**src/rtl/wsd_regs.vh**
```
/*
  wsd_regs.vh: constants of the wheel slide detector, including the
  register offsets, field positions, reset values and timing counts.
  Assumes a 50 MHz system clock.
*/
`ifndef WSD_REGS_VH
`define WSD_REGS_VH

`define WSD_CLK_HZ          50000000
`define WSD_REF_TC          6'h3C
`define WSD_CMP_TC          6'h3F
`define WSD_TRIM_A          6'h00
`define WSD_TRIM_B          6'h01
`define WSD_TRIM_C          6'h02
`define WSD_TRIM_D          6'h03
`define WSD_DUMP_TIME_MS    3000
`define WSD_DUMP_CYCLES     (`WSD_DUMP_TIME_MS * (`WSD_CLK_HZ / 1000))
`define WSD_SAMPLE_MS       100
`define WSD_SAMPLE_CYCLES   (`WSD_SAMPLE_MS * (`WSD_CLK_HZ / 1000))
`define WSD_DECEL_LIMIT_RST 8'h08

`define WSD_ADDR_STATUS     4'h0
`define WSD_ADDR_MASK       4'h1
`define WSD_ADDR_TRIM       4'h2
`define WSD_ADDR_DECEL      4'h3
`define WSD_ADDR_STATE      4'h4
`define WSD_ADDR_RATE       4'h5

`define WSD_STAT_SLIDE_LSB  0
`define WSD_STAT_DECEL      4
`define WSD_STAT_TRIP_LSB   5
`define WSD_EV_W            7
`define WSD_MASK_RST        7'h00
`define WSD_TRIM_RST        8'h00

`endif

```
**src/rtl/wsd_wheel_slide.v**
```verilog
/*
  wsd_wheel_slide: top of the wheel slide detector. Four axle sensor
  pulse inputs, two truck dump outputs, register port and interrupt.
  Sensor inputs are asynchronous pins; axles 0,1 on truck 0, axles 2,3
  on truck 1. Register port: one-cycle strobes, read data next cycle.
*/
// Strobed register access and the address map are this design's own decisions.
`include "wsd_regs.vh"
`timescale 1ns/100ps
`default_nettype none

module wsd_wheel_slide #(
  parameter DUMP_CYCLES   = `WSD_DUMP_CYCLES,
  parameter SAMPLE_CYCLES = `WSD_SAMPLE_CYCLES
) (
  input  wire       clock,
  input  wire       rst,
  input  wire [3:0] axlePulse,
  input  wire [3:0] addr,
  input  wire [7:0] wrData,
  input  wire       wrStb,
  input  wire       rdStb,
  output reg  [7:0] rdData,
  output reg  [1:0] dumpValve,
  output reg        irq
);

  localparam ST_IDLE = 3'b001;
  localparam ST_DUMP = 3'b010;
  localparam ST_TRIP = 3'b100;

  reg  [3:0]  sync1_r;
  reg  [3:0]  sync2_r;
  reg  [3:0]  syncOld_r;
  wire [3:0]  pulseEv;
  wire [3:0]  slide;
  reg  [7:0]  trim_r;
  reg  [7:0]  decelLim_r;
  reg  [6:0]  status_r;
  reg  [6:0]  mask_r;
  reg  [31:0] sampleCnt_r;
  reg  [7:0]  rateCnt_r;
  reg  [7:0]  lastRate_r;
  reg         decelSlide_r;
  reg  [4:0]  slideOld_r;
  wire [1:0]  dumpReq;
  wire [1:0]  tripEv;
  wire        sampleTick;
  wire [6:0]  events;

  // first stage feeds only the second
  always @(posedge clock) begin
    if (rst) begin
      sync1_r   <= 4'h0;
      sync2_r   <= 4'h0;
      syncOld_r <= 4'h0;
    end else begin
      sync1_r   <= axlePulse;
      sync2_r   <= sync1_r;
      syncOld_r <= sync2_r;
    end
  end

  assign pulseEv = sync2_r & ~syncOld_r;

  // ring of pairs: axle i compared against reference axle i+1
  genvar g;
  generate
    for (g = 0; g < 4; g = g + 1) begin : gPair
      wsd_pair_detector uPair (
        .clock    (clock),
        .rst      (rst),
        .refPulse (pulseEv[(g + 1) % 4]),
        .cmpPulse (pulseEv[g]),
        .refTrim  (trim_r[2 * ((g + 1) % 4) +: 2]),
        .cmpTrim  (trim_r[2 * g +: 2]),
        .slide    (slide[g])
      );
    end
  endgenerate

  // deceleration of axle 0 by rate drop per window
  assign sampleTick = (sampleCnt_r == SAMPLE_CYCLES - 1);

  always @(posedge clock) begin
    if (rst) begin
      sampleCnt_r  <= 32'h0;
      rateCnt_r    <= 8'h00;
      lastRate_r   <= 8'h00;
      decelSlide_r <= 1'b0;
    end else begin
      if (sampleTick) begin
        sampleCnt_r <= 32'h0;
        rateCnt_r   <= {7'h00, pulseEv[0]};
        lastRate_r  <= rateCnt_r;
        decelSlide_r <= (lastRate_r > rateCnt_r) &&
                        (lastRate_r - rateCnt_r > decelLim_r);
      end else begin
        sampleCnt_r <= sampleCnt_r + 32'h1;
        if (pulseEv[0] && rateCnt_r != 8'hFF) begin
          rateCnt_r <= rateCnt_r + 8'h01;
        end
      end
    end
  end

  assign dumpReq[0] = slide[0] | slide[1] | decelSlide_r;
  assign dumpReq[1] = slide[2] | slide[3];

  generate
    for (g = 0; g < 2; g = g + 1) begin : gTruck
      reg [2:0]  st_r;
      reg [31:0] tmr_r;
      assign tripEv[g] = (st_r == ST_DUMP) && dumpReq[g] && (tmr_r == DUMP_CYCLES - 1);
      always @(posedge clock) begin
        if (rst) begin
          st_r         <= ST_IDLE;
          tmr_r        <= 32'h0;
          dumpValve[g] <= 1'b0;
        end else begin
          case (st_r)
            ST_IDLE: begin
              tmr_r <= 32'h0;
              if (dumpReq[g]) begin
                st_r         <= ST_DUMP;
                dumpValve[g] <= 1'b1;
              end
            end
            ST_DUMP: begin
              if (!dumpReq[g]) begin
                st_r         <= ST_IDLE;
                tmr_r        <= 32'h0;
                dumpValve[g] <= 1'b0;
              end else if (tripEv[g]) begin
                st_r         <= ST_TRIP;
                dumpValve[g] <= 1'b0;
              end else begin
                tmr_r <= tmr_r + 32'h1;
              end
            end
            ST_TRIP: begin
              dumpValve[g] <= 1'b0;
              tmr_r        <= 32'h0;
              if (!dumpReq[g]) begin
                st_r <= ST_IDLE;
              end
            end
            default: begin
              st_r         <= ST_IDLE;
              dumpValve[g] <= 1'b0;
            end
          endcase
        end
      end
    end
  endgenerate

  // events rise-detected so a held slide counts once and can be cleared
  always @(posedge clock) begin
    if (rst) begin
      slideOld_r <= 5'h00;
    end else begin
      slideOld_r <= {decelSlide_r, slide};
    end
  end

  assign events = {tripEv, {decelSlide_r, slide} & ~slideOld_r};

  // set wins over a write-one clear in the same cycle
  always @(posedge clock) begin
    if (rst) begin
      status_r   <= 7'h00;
      mask_r     <= `WSD_MASK_RST;
      trim_r     <= `WSD_TRIM_RST;
      decelLim_r <= `WSD_DECEL_LIMIT_RST;
      rdData     <= 8'h00;
      irq        <= 1'b0;
    end else begin
      status_r <= (status_r & ~((wrStb && addr == `WSD_ADDR_STATUS) ? wrData[6:0] : 7'h00))
                  | events;
      if (wrStb) begin
        case (addr)
          `WSD_ADDR_MASK:  mask_r     <= wrData[6:0];
          `WSD_ADDR_TRIM:  trim_r     <= wrData;
          `WSD_ADDR_DECEL: decelLim_r <= wrData;
          default: ;
        endcase
      end
      if (rdStb) begin
        case (addr)
          `WSD_ADDR_STATUS: rdData <= {1'b0, status_r};
          `WSD_ADDR_MASK:   rdData <= {1'b0, mask_r};
          `WSD_ADDR_TRIM:   rdData <= trim_r;
          `WSD_ADDR_DECEL:  rdData <= decelLim_r;
          `WSD_ADDR_STATE:  rdData <= {1'b0, decelSlide_r, dumpValve, slide};
          `WSD_ADDR_RATE:   rdData <= lastRate_r;
          default:          rdData <= 8'h00;
        endcase
      end else begin
        rdData <= 8'h00;
      end
      irq <= |(status_r & mask_r);
    end
  end

endmodule // wsd_wheel_slide

`default_nettype wire

```
**src/rtl/wsd_pair_detector.v**
```verilog
/*
  wsd_pair_detector: one fill-up comparison between a reference axle
  and a compared axle. Pulse inputs are single-cycle strobes that are
  already synchronised to the clock.
*/
`include "wsd_regs.vh"
`timescale 1ns/100ps
`default_nettype none

module wsd_pair_detector (
  input  wire       clock,
  input  wire       rst,
  input  wire       refPulse,
  input  wire       cmpPulse,
  input  wire [1:0] refTrim,
  input  wire [1:0] cmpTrim,
  output reg        slide
);

  reg  [5:0] refCnt_r;
  reg  [5:0] cmpCnt_r;
  reg        refFull_r;
  wire [5:0] refTc;
  wire [5:0] cmpTc;

  // larger wheel gives fewer pulses per distance, so its limit drops
  function [5:0] wsdTrim;
    input [5:0] base;
    input [1:0] pos;
    begin
      wsdTrim = base - {4'h0, pos};
    end
  endfunction

  assign refTc = wsdTrim(`WSD_REF_TC, refTrim);
  assign cmpTc = wsdTrim(`WSD_CMP_TC, cmpTrim);

  always @(posedge clock) begin
    if (rst) begin
      refCnt_r  <= 6'h00;
      cmpCnt_r  <= 6'h00;
      refFull_r <= 1'b0;
      slide     <= 1'b0;
    end else if (refFull_r) begin
      // full reference clears both counters and itself
      refCnt_r  <= 6'h00;
      cmpCnt_r  <= 6'h00;
      refFull_r <= 1'b0;
      slide     <= 1'b0;
    end else begin
      if (refPulse && !slide) begin
        refCnt_r <= refCnt_r + 6'h01;
        if (refCnt_r + 6'h01 >= refTc) begin
          refFull_r <= 1'b1;
        end
      end
      if (cmpPulse && !slide) begin
        cmpCnt_r <= cmpCnt_r + 6'h01;
        if (cmpCnt_r + 6'h01 >= cmpTc && !(refPulse && refCnt_r + 6'h01 >= refTc)) begin
          slide <= 1'b1;
        end
      end
      // held until the reference catches up (counting resumes below)
      if (slide && refPulse) begin
        refCnt_r <= refCnt_r + 6'h01;
        if (refCnt_r + 6'h01 >= refTc) begin
          refFull_r <= 1'b1;
        end
      end
    end
  end

endmodule // wsd_pair_detector

`default_nettype wire

```
**config.mk**
```make
export PLATFORM = sky130hd
export DESIGN_NAME = wsd_wheel_slide
export DESIGN_NICKNAME = d
export VERILOG_FILES = /design/src/rtl/wsd_wheel_slide.v /design/src/rtl/wsd_pair_detector.v
export VERILOG_INCLUDE_DIRS = /design/src /design/src/rtl
export SDC_FILE = /design/constraint.sdc
export NUM_CORES = 1
export LEC_CHECK = 0
export ABC_AREA = 1
export BUFFER_PORTS_ARGS = -buffer_cell sky130_fd_sc_hd__buf_2
export CORE_MARGIN = 2
export CORE_UTILIZATION = 58
export CTS_CLUSTER_SIZE = 12
export DETAILED_ROUTE_END_ITERATION = 8
export PLACE_DENSITY = 0.74
export SLEW_MARGIN = 10
export SYNTH_ARGS = -nofsm -noshare
export SYNTH_HDL_FRONTEND = slang
export SYNTH_HIERARCHICAL = 1
export SYNTH_SLANG_ARGS = --single-unit
```
**constraint.sdc**
```tcl
create_clock -name clock -period 6.8 [get_ports clock]
set_input_delay 1.36 -clock clock [delete_from_list [all_inputs] [get_ports clock]]
set_output_delay 1.36 -clock clock [all_outputs]
set_load 0.01 [all_outputs]
```
==> results of run 1 <==
==> routing by layer <==
layer	vias up	GRT usage (%)	part of all wire (%)
met4	0	7.08	2.2
met5	-	0	0
li1	6641	-	-
met2	305	43.5	46
met1	5860	34.5	46
met3	58	4.40	5.4
==> synthesized netlist by cell type (2+ instances only) <==
master    count
inv_1       330
a21oi_2      24
nor2_4       10
xor2_1       18
and3_1        2
clkinv_1     11
nand3_1     149
nor3_1       47
ha_1         52
nand3_2      11
dfxtp_1     233
or2_2         3
o211ai_1      5
inv_2        17
o21ai_0     105
buf_6         6
nor2_2       21
o22ai_1      20
nand2_2      20
o21ai_1       5
a21oi_1     134
nor4_1       13
buf_4         7
nand4_1      60
xnor2_1       9
nor3_2        5
buf_2         6
nand2_1     440
nand3b_1      2
o21bai_1      4
nor2_1      244
clkbuf_1     14
nor3b_1       5
==> per-stage QoR <==
stage          worst slack, ns  power, mW  instances
2_1_floorplan             4.37       1.53       2047
3_3_place_gp              3.18       1.56       2357
6_report                  3.63       2.97       2404
3_5_place_dp              3.11       1.57       2357
5_1_grt                   3.40       3.08       2403
4_1_cts                   3.65       3.00       2403
==> cell type report <==
class                   instances  area share, %
diodes                          1         0.0170
clock buffers                  38           5.27
clock inverters                 8          0.689
inverters                     358           9.13
multi-input cells            1420           49.4
flip-flops and latches        233           31.7
well taps                     313           2.66
repair buffers                 33           1.17
==> path summary, 6_finish.rpt <==
| check | start | end | slack, ns | cells past startpoint |
|---|---|---|---|---|
| setup / recovery | rst | sampleCnt_r[14]$_SDFF_PP0_ | 3.63 | 6 |
| hold / removal | sync1_r[3]$_SDFF_PP0_ | sync2_r[3]$_SDFF_PP0_ | 0.41 | 2 |
| setup reg to reg | rateCnt_r[2]$_SDFFE_PP0P_ | decelSlide_r$_SDFFE_PP0P_ | 4.12 | 15 |
| hold reg to reg | sync1_r[3]$_SDFF_PP0_ | sync2_r[3]$_SDFF_PP0_ | 0.41 | 2 |
==> registers in the layout (all words and copies together) (netlist names), 8 cells and up <==
signal                count
decelLim_r                8
gPair.uPair/cmpCnt_r     24
gPair.uPair/refCnt_r     24
gTruck.tmr_r             64
lastRate_r                8
rateCnt_r                 8
rdData                    8
sampleCnt_r              32
trim_r                    8
==> where the power goes <==
group          total [mW]  leakage (nW)  internal [mW]  switching, mW
Clock                1.43         0.437          0.863          0.570
Sequential           1.40          1.88           1.38         0.0191
Combinational       0.137          3.49         0.0452         0.0917
Total                2.97          5.82           2.29          0.681
==> worst max-delay path, stage by stage <==
cell      delay [ns]
buf_2           0.07
buf_4           0.57
clkinv_1        0.37
buf_4           0.39
nand2_2         0.59
a21oi_1         0.10
==> cells by family after synthesis <==
| logic type | count (synthesis) | share of synthesized area [%] |
|---|---|---|
| AOI/OAI and AO/OA | 303 | 12.4 |
| adders and majority gates | 53 | 4.96 |
| DFF | 233 | 34.5 |
| buffers and inverters | 394 | 11.7 |
| xor gates and xnor gates | 27 | 1.75 |
| and+or+nand+nor | 1037 | 34.6 |
==> impl_results.md, run 1 <==
- Final Cell Area: 14700 sq um
- Crit end category: flip-flop
- Hold slack: 0.405 ns
- CTS tree: built
- Final RePlAce weighted congestion: 0.881
- PwrDens: 202 nW/um^2
- Number of max-cap violations: 0
- Slew headroom: 42.2%
- Synth warn: 6
- Area occupied by multi-input gates: 7260 sq um
- Setup CP Type: in2reg
- First-pass DRT Iterations: 5
- Syn_nets: 2120
- Drt wl/cell: 13.2 microns
- Starting Density: 59.3%
- Largest net degree at the start of global routing: 62
- CTS resizes: 0
- Initial DRC Count: 919
- Worst-Margin Slew: 0.864 ns
- Die ar.: 24500 sq um
- Most frequent cells in the layout: 440 x nand2_1, 330 x inv_1, 244 x nor2_1
- CTS Hold Buffers Added: 0
- Port Buffers: 30
- Worst-path fanout max: 61
- Layout area overhead: 8.90%
- Setup TNS: 0 ns
- CTS buffer count: 26
- Max-slew violations: 0
- Post-Syn Area: 13500 sq um
- Dpl hpwl: 23.0 mm
- # fillers: 2093
- Number of global-route vias before repair: 11588
- Avg Inst Size Synth: 6.60 sq um
- Mapped Cells: 2047
- CTS Buffer Depth: 3
- CP required: 7.18 ns
- Number of flops mapped to enable cells by yosys: 0
- Max frequency: 315 MHz
- H-tree level count: 1
- Die X-Extent: 157 microns
- First-pass GRT wire length: 53.6 mm
- Storage element area: 4660 sq um
- Hold WC Path Type: reg2reg
- Final setup viols: 0
- CP arrival: 3.55 ns
- Ys flop type: dfxtp_1
- Detailed Route WL: 31.8 mm
- Number of synthesized register bits: 233
- Largest area contributor in the netlist: dfxtp_1
- Fraction of final layout cells sized beyond drive strength 1: 9.09%
- Nets: 2145
- Num Clock Sinks: 233
- Setup Skew: 0.0105 ns
- Placed standard-cell area: 13800 sq um
- Sequential area share after synthesis: 34.5%
- Synth top area share: 34.5%
- Top area cells in the synthesized netlist: dfxtp_1 35%, nand2_1 12%, inv_1 9.2%
- Drt drc: 0
- Latest clock arrival within the worst-skew pair: 0.54 ns
- Overall routing resource usage: 25.9%
- Boundary Pins: 31
- VDD IR max: 189 uV
- Post-layout util: 64.6%
- Total gr overflow: 0
- Root Buffer: clkbuf_16
- Async S/R FF share, synth: 0%
- Fin crit period: 3.17 ns
- Clock transition at path regs: 0.06 ns
- Netlist cell types: 48
- Tcrit/Tclk final: 46.7%
- Post-DR vias/cell: 5.35
- Outcome: finished clean
- RSZ-0062 raised after global routing: no
- Final Hold Violating Endpoints: 0
- Via Count: 12864
- Core footprint: 22800 sq um
- Most common cell after layout, fill and taps aside: nand2_1
- Leak pwr: 5.82 nW
- Post-CTS Setup Inserts: 0
- Die Span Y: 157 microns
- Critical path startpoint category: input port
- Initial antenna violation count: 1
- DRT antenna net count: 0
- Standard-cell rows: 55
(Power assumes the default switching activity.)
==> inputs of run 2 (changes only) <==
--- a/config.mk
+++ b/config.mk
@@ -6,7 +6,7 @@
 export SDC_FILE = /design/constraint.sdc
 export NUM_CORES = 1
 export LEC_CHECK = 0
-export ABC_AREA = 1
+export ABC_AREA = 0
 export BUFFER_PORTS_ARGS = -buffer_cell sky130_fd_sc_hd__buf_2
 export CORE_MARGIN = 2
 export CORE_UTILIZATION = 58
==> constraint.sdc (replaced) <==
create_clock -name clock -period 3.13 [get_ports clock]
set_input_delay 0.626 -clock clock [delete_from_list [all_inputs] [get_ports clock]]
set_output_delay 0.626 -clock clock [all_outputs]
set_load 0.01 [all_outputs]
==> impl_results.md, run 2 <==
- Root Buffer: clkbuf_16
- Final setup viols: 0
- Internal power: 4.95 mW
- Biggest regs: gTruck.tmr_r (64), sampleCnt_r (32)
- Top Usage Layer GRT: met2
- Die X-Extent: 148 microns
- Avg Inst Size Synth: 8.40 sq um
- Fraction of final layout cells sized beyond drive strength 1: 8.84%
- Overall routing resource usage: 24.0%
- Worst-Margin Slew: 1.14 ns
- Net Sw Frac: 21.6%
- Setup TNS: 0 ns
- R2R setup slack: 0.30 ns
- Netlist cell types: 68
- Post-Syn Area: 12000 sq um
- Num Clock Sinks: 233
- CTS tree: built
- Worst-path fanout max: 3
- Number of synthesized register bits: 233
- Met2 Use GR: 39.8%
- Mapped Cells: 1427
- Final RePlAce weighted congestion: 0.865
- Initial DRC Count: 602
- Final Hold Violating Endpoints: 0
- Max-slew violations: 0
- Max frequency: 353 MHz
- Sequential area share after synthesis: 38.9%
- Most frequent cells in the layout: 233 x dfxtp_1, 198 x nor2_1, 105 x nand2_1
- Largest Register: gTruck.tmr_r
- Hold WC Path Type: in2reg
- Clock transition at path regs: 0.06 ns
- VDD IR max: 491 uV
- Top area cells in the synthesized netlist: dfxtp_1 39%, xnor2_1 6.4%, nor2_1 6.2%
- Number of max-cap violations: 0
- Latest clock arrival within the worst-skew pair: 0.53 ns
- Setup CP Type: reg2reg
- Die ar.: 21800 sq um
- Largest area contributor in the netlist: dfxtp_1
- # fillers: 1707
- Detailed Route WL: 26.2 mm
- DRT antenna net count: 0
- Critical path startpoint category: flip-flop
- Most common cell after layout, fill and taps aside: dfxtp_1
- Seq pwr share: 47.7%
- Max FFs per register: 64
- CP required: 3.56 ns
- Drt wl/cell: 15.2 microns
- First-pass GRT wire length: 44.4 mm
- PwrDens: 476 nW/um^2
- Worst reg2reg startpoint: lastRate_r[0]$_SDFFE_PP0P_
- Synth warn: 6
- Number of global-route vias before repair: 9284
- Synth top area share: 38.9%
- Post-CTS Setup Inserts: 0
- Number of flops mapped to enable cells by yosys: 0
- Hold slack: 0.306 ns
- Syn_nets: 1500
- Slew headroom: 23.8%
- Core footprint: 20200 sq um
- Total gr overflow: 0
- Die Span Y: 148 microns
- Starting Density: 59.2%
- Gate power share: 3.6%
- Via Count: 9997
- Top-count cell post-synth: dfxtp_1
- Tcrit/Tclk final: 90.5%
- Post-DR vias/cell: 5.78
- CTS Buffer Depth: 3
- Setup Skew: 0.00986 ns
- Grt met3 use: 2.81%
- Ys flop type: dfxtp_1
- Net switching power: 1.36 mW
- Most frequent cells after synthesis: 233 x dfxtp_1, 198 x nor2_1, 105 x nand2_1
- Async S/R FF share, synth: 0%
- Reg2reg end: decelSlide_r$_SDFFE_PP0P_
- Clock power share: 48.7%
- CP endpoint: decelSlide_r$_SDFFE_PP0P_
- Fin crit period: 2.83 ns
- CP Launch Point: lastRate_r[0]$_SDFFE_PP0P_
- Grt met1 use: 33.3%
- CTS Hold Buffers Added: 0
- Leak pwr: 4.66 nW
- CP arrival: 3.26 ns
- Layout area overhead: 10.6%
- Outcome: finished clean
- Cell count of the worst hold path: 2
- First-pass DRT Iterations: 7
- CTS buffer count: 26
- Largest net degree at the start of global routing: 40
- Port Buffers: 30
- Boundary Pins: 31
- H-tree level count: 1
- Min setup slack post-route: 0.297 ns
- Pre-CTS setup slack: 0.298 ns
- Crit end category: flip-flop
- RSZ-0062 raised after global routing: no
- CTS resizes: 0
- Nets: 1515
- Standard-cell rows: 52
- Drt drc: 0
- Initial antenna violation count: 1
- Worst reg-to-reg path cell count: 14
- Dpl hpwl: 18.4 mm
## run 2: changes by cell type after synthesis, sizes merged, moves of 19 or more
| cell | previous run | this run |
|---|---|---|
| a21oi | 158 | 76 |
| xnor2 | 9 | 87 |
| nand2 | 462 | 105 |
| nor2 | 275 | 199 |
| nor4 | 13 | 32 |
| nand3 | 161 | 81 |
| nor2b | 0 | 40 |
| o21ai | 110 | 23 |
| mux2i | 0 | 26 |
| clkbuf | 14 | 50 |
| inv | 347 | 60 |
| xor2 | 18 | 49 |
## run 2: worst min path at each step
stage,startpoint,to
final,axlePulse[3],sync1_r[3]$_SDFF_PP0_
after global routing,axlePulse[0],sync1_r[0]$_SDFF_PP0_
after CTS,axlePulse[3],sync1_r[3]$_SDFF_PP0_
after detailed placement,sync1_r[2]$_SDFF_PP0_,sync2_r[2]$_SDFF_PP0_
after global placement,sync1_r[0]$_SDFF_PP0_,sync2_r[0]$_SDFF_PP0_
after floorplan,sync1_r[0]$_SDFF_PP0_,sync2_r[0]$_SDFF_PP0_
## run 2: cell type report
| type | instances | area, sq um | share of cell area [%] |
|---|---|---|---|
| repair buffers | 50 | 303 | 2.29 |
| clock buffers | 38 | 776 | 5.86 |
| clock inverters | 8 | 101 | 0.765 |
| well taps | 270 | 338 | 2.55 |
| multi-input cells | 1071 | 6840 | 51.6 |
| flip-flops and latches | 233 | 4660 | 35.2 |
| inverters | 60 | 225 | 1.70 |
| diodes | 1 | 2.50 | 0.0189 |
## run 2: through the flow
stage | util, % | total power [mW] | cells | area (sq um)
after floorplan | - | 3.23 | 1427 | 12000
after global placement | 61.1 | 3.29 | 1684 | 12400
after detailed placement | 61.1 | 3.30 | 1684 | 12400
after CTS | 65.5 | 6.37 | 1730 | 13200
after global routing | 65.5 | 6.54 | 1731 | 13200
final | 65.5 | 6.31 | 1731 | 13200
## run 2: metal layers
metal / up-vias / routed length [microns]
met2: 205 / 12200
met4: 0 / 453
met1: 4703 / 12500
li1: 5049 / -
met3: 40 / 1110
met5: - / 0
## run 2: worst max-delay path, cell delays in order (launching register included)
cell and delay [ns]:
dfxtp_1 0.35, inv_1 0.05, ha_1 0.20, fa_1 0.40, nor2b_1 0.11, o21ai_0 0.10
a21boi_0 0.23, o21ai_0 0.13, nor2b_1 0.16, xnor2_1 0.13, ha_1 0.28, nand2_1 0.05
nor3_1 0.18, a21oi_1 0.10, a41o_1 0.24
## run 2: logic make-up (layout without fill, tap and decap cells)
kind of cell	count (synthesis)	after routing	synth area share [%]
compound gates	196	196	10.8
xor+xnor	136	136	9.94
fa+ha+maj	53	53	5.60
buf+inv	123	156	4.08
flops	233	233	38.9
mux	31	31	2.64
other cells	0	1	0
simple gates	655	655	28.0
## run 2: power by group through the flow
stage | Clock [mW] | Combinational, mW | Sequential, mW
final | 3.07 | 0.226 | 3.01
after global placement | 0 | 0.219 | 3.07
after global routing | 3.27 | 0.253 | 3.01
after CTS | 3.14 | 0.225 | 3.01
after detailed placement | 0 | 0.224 | 3.08
after floorplan | 0 | 0.158 | 3.07
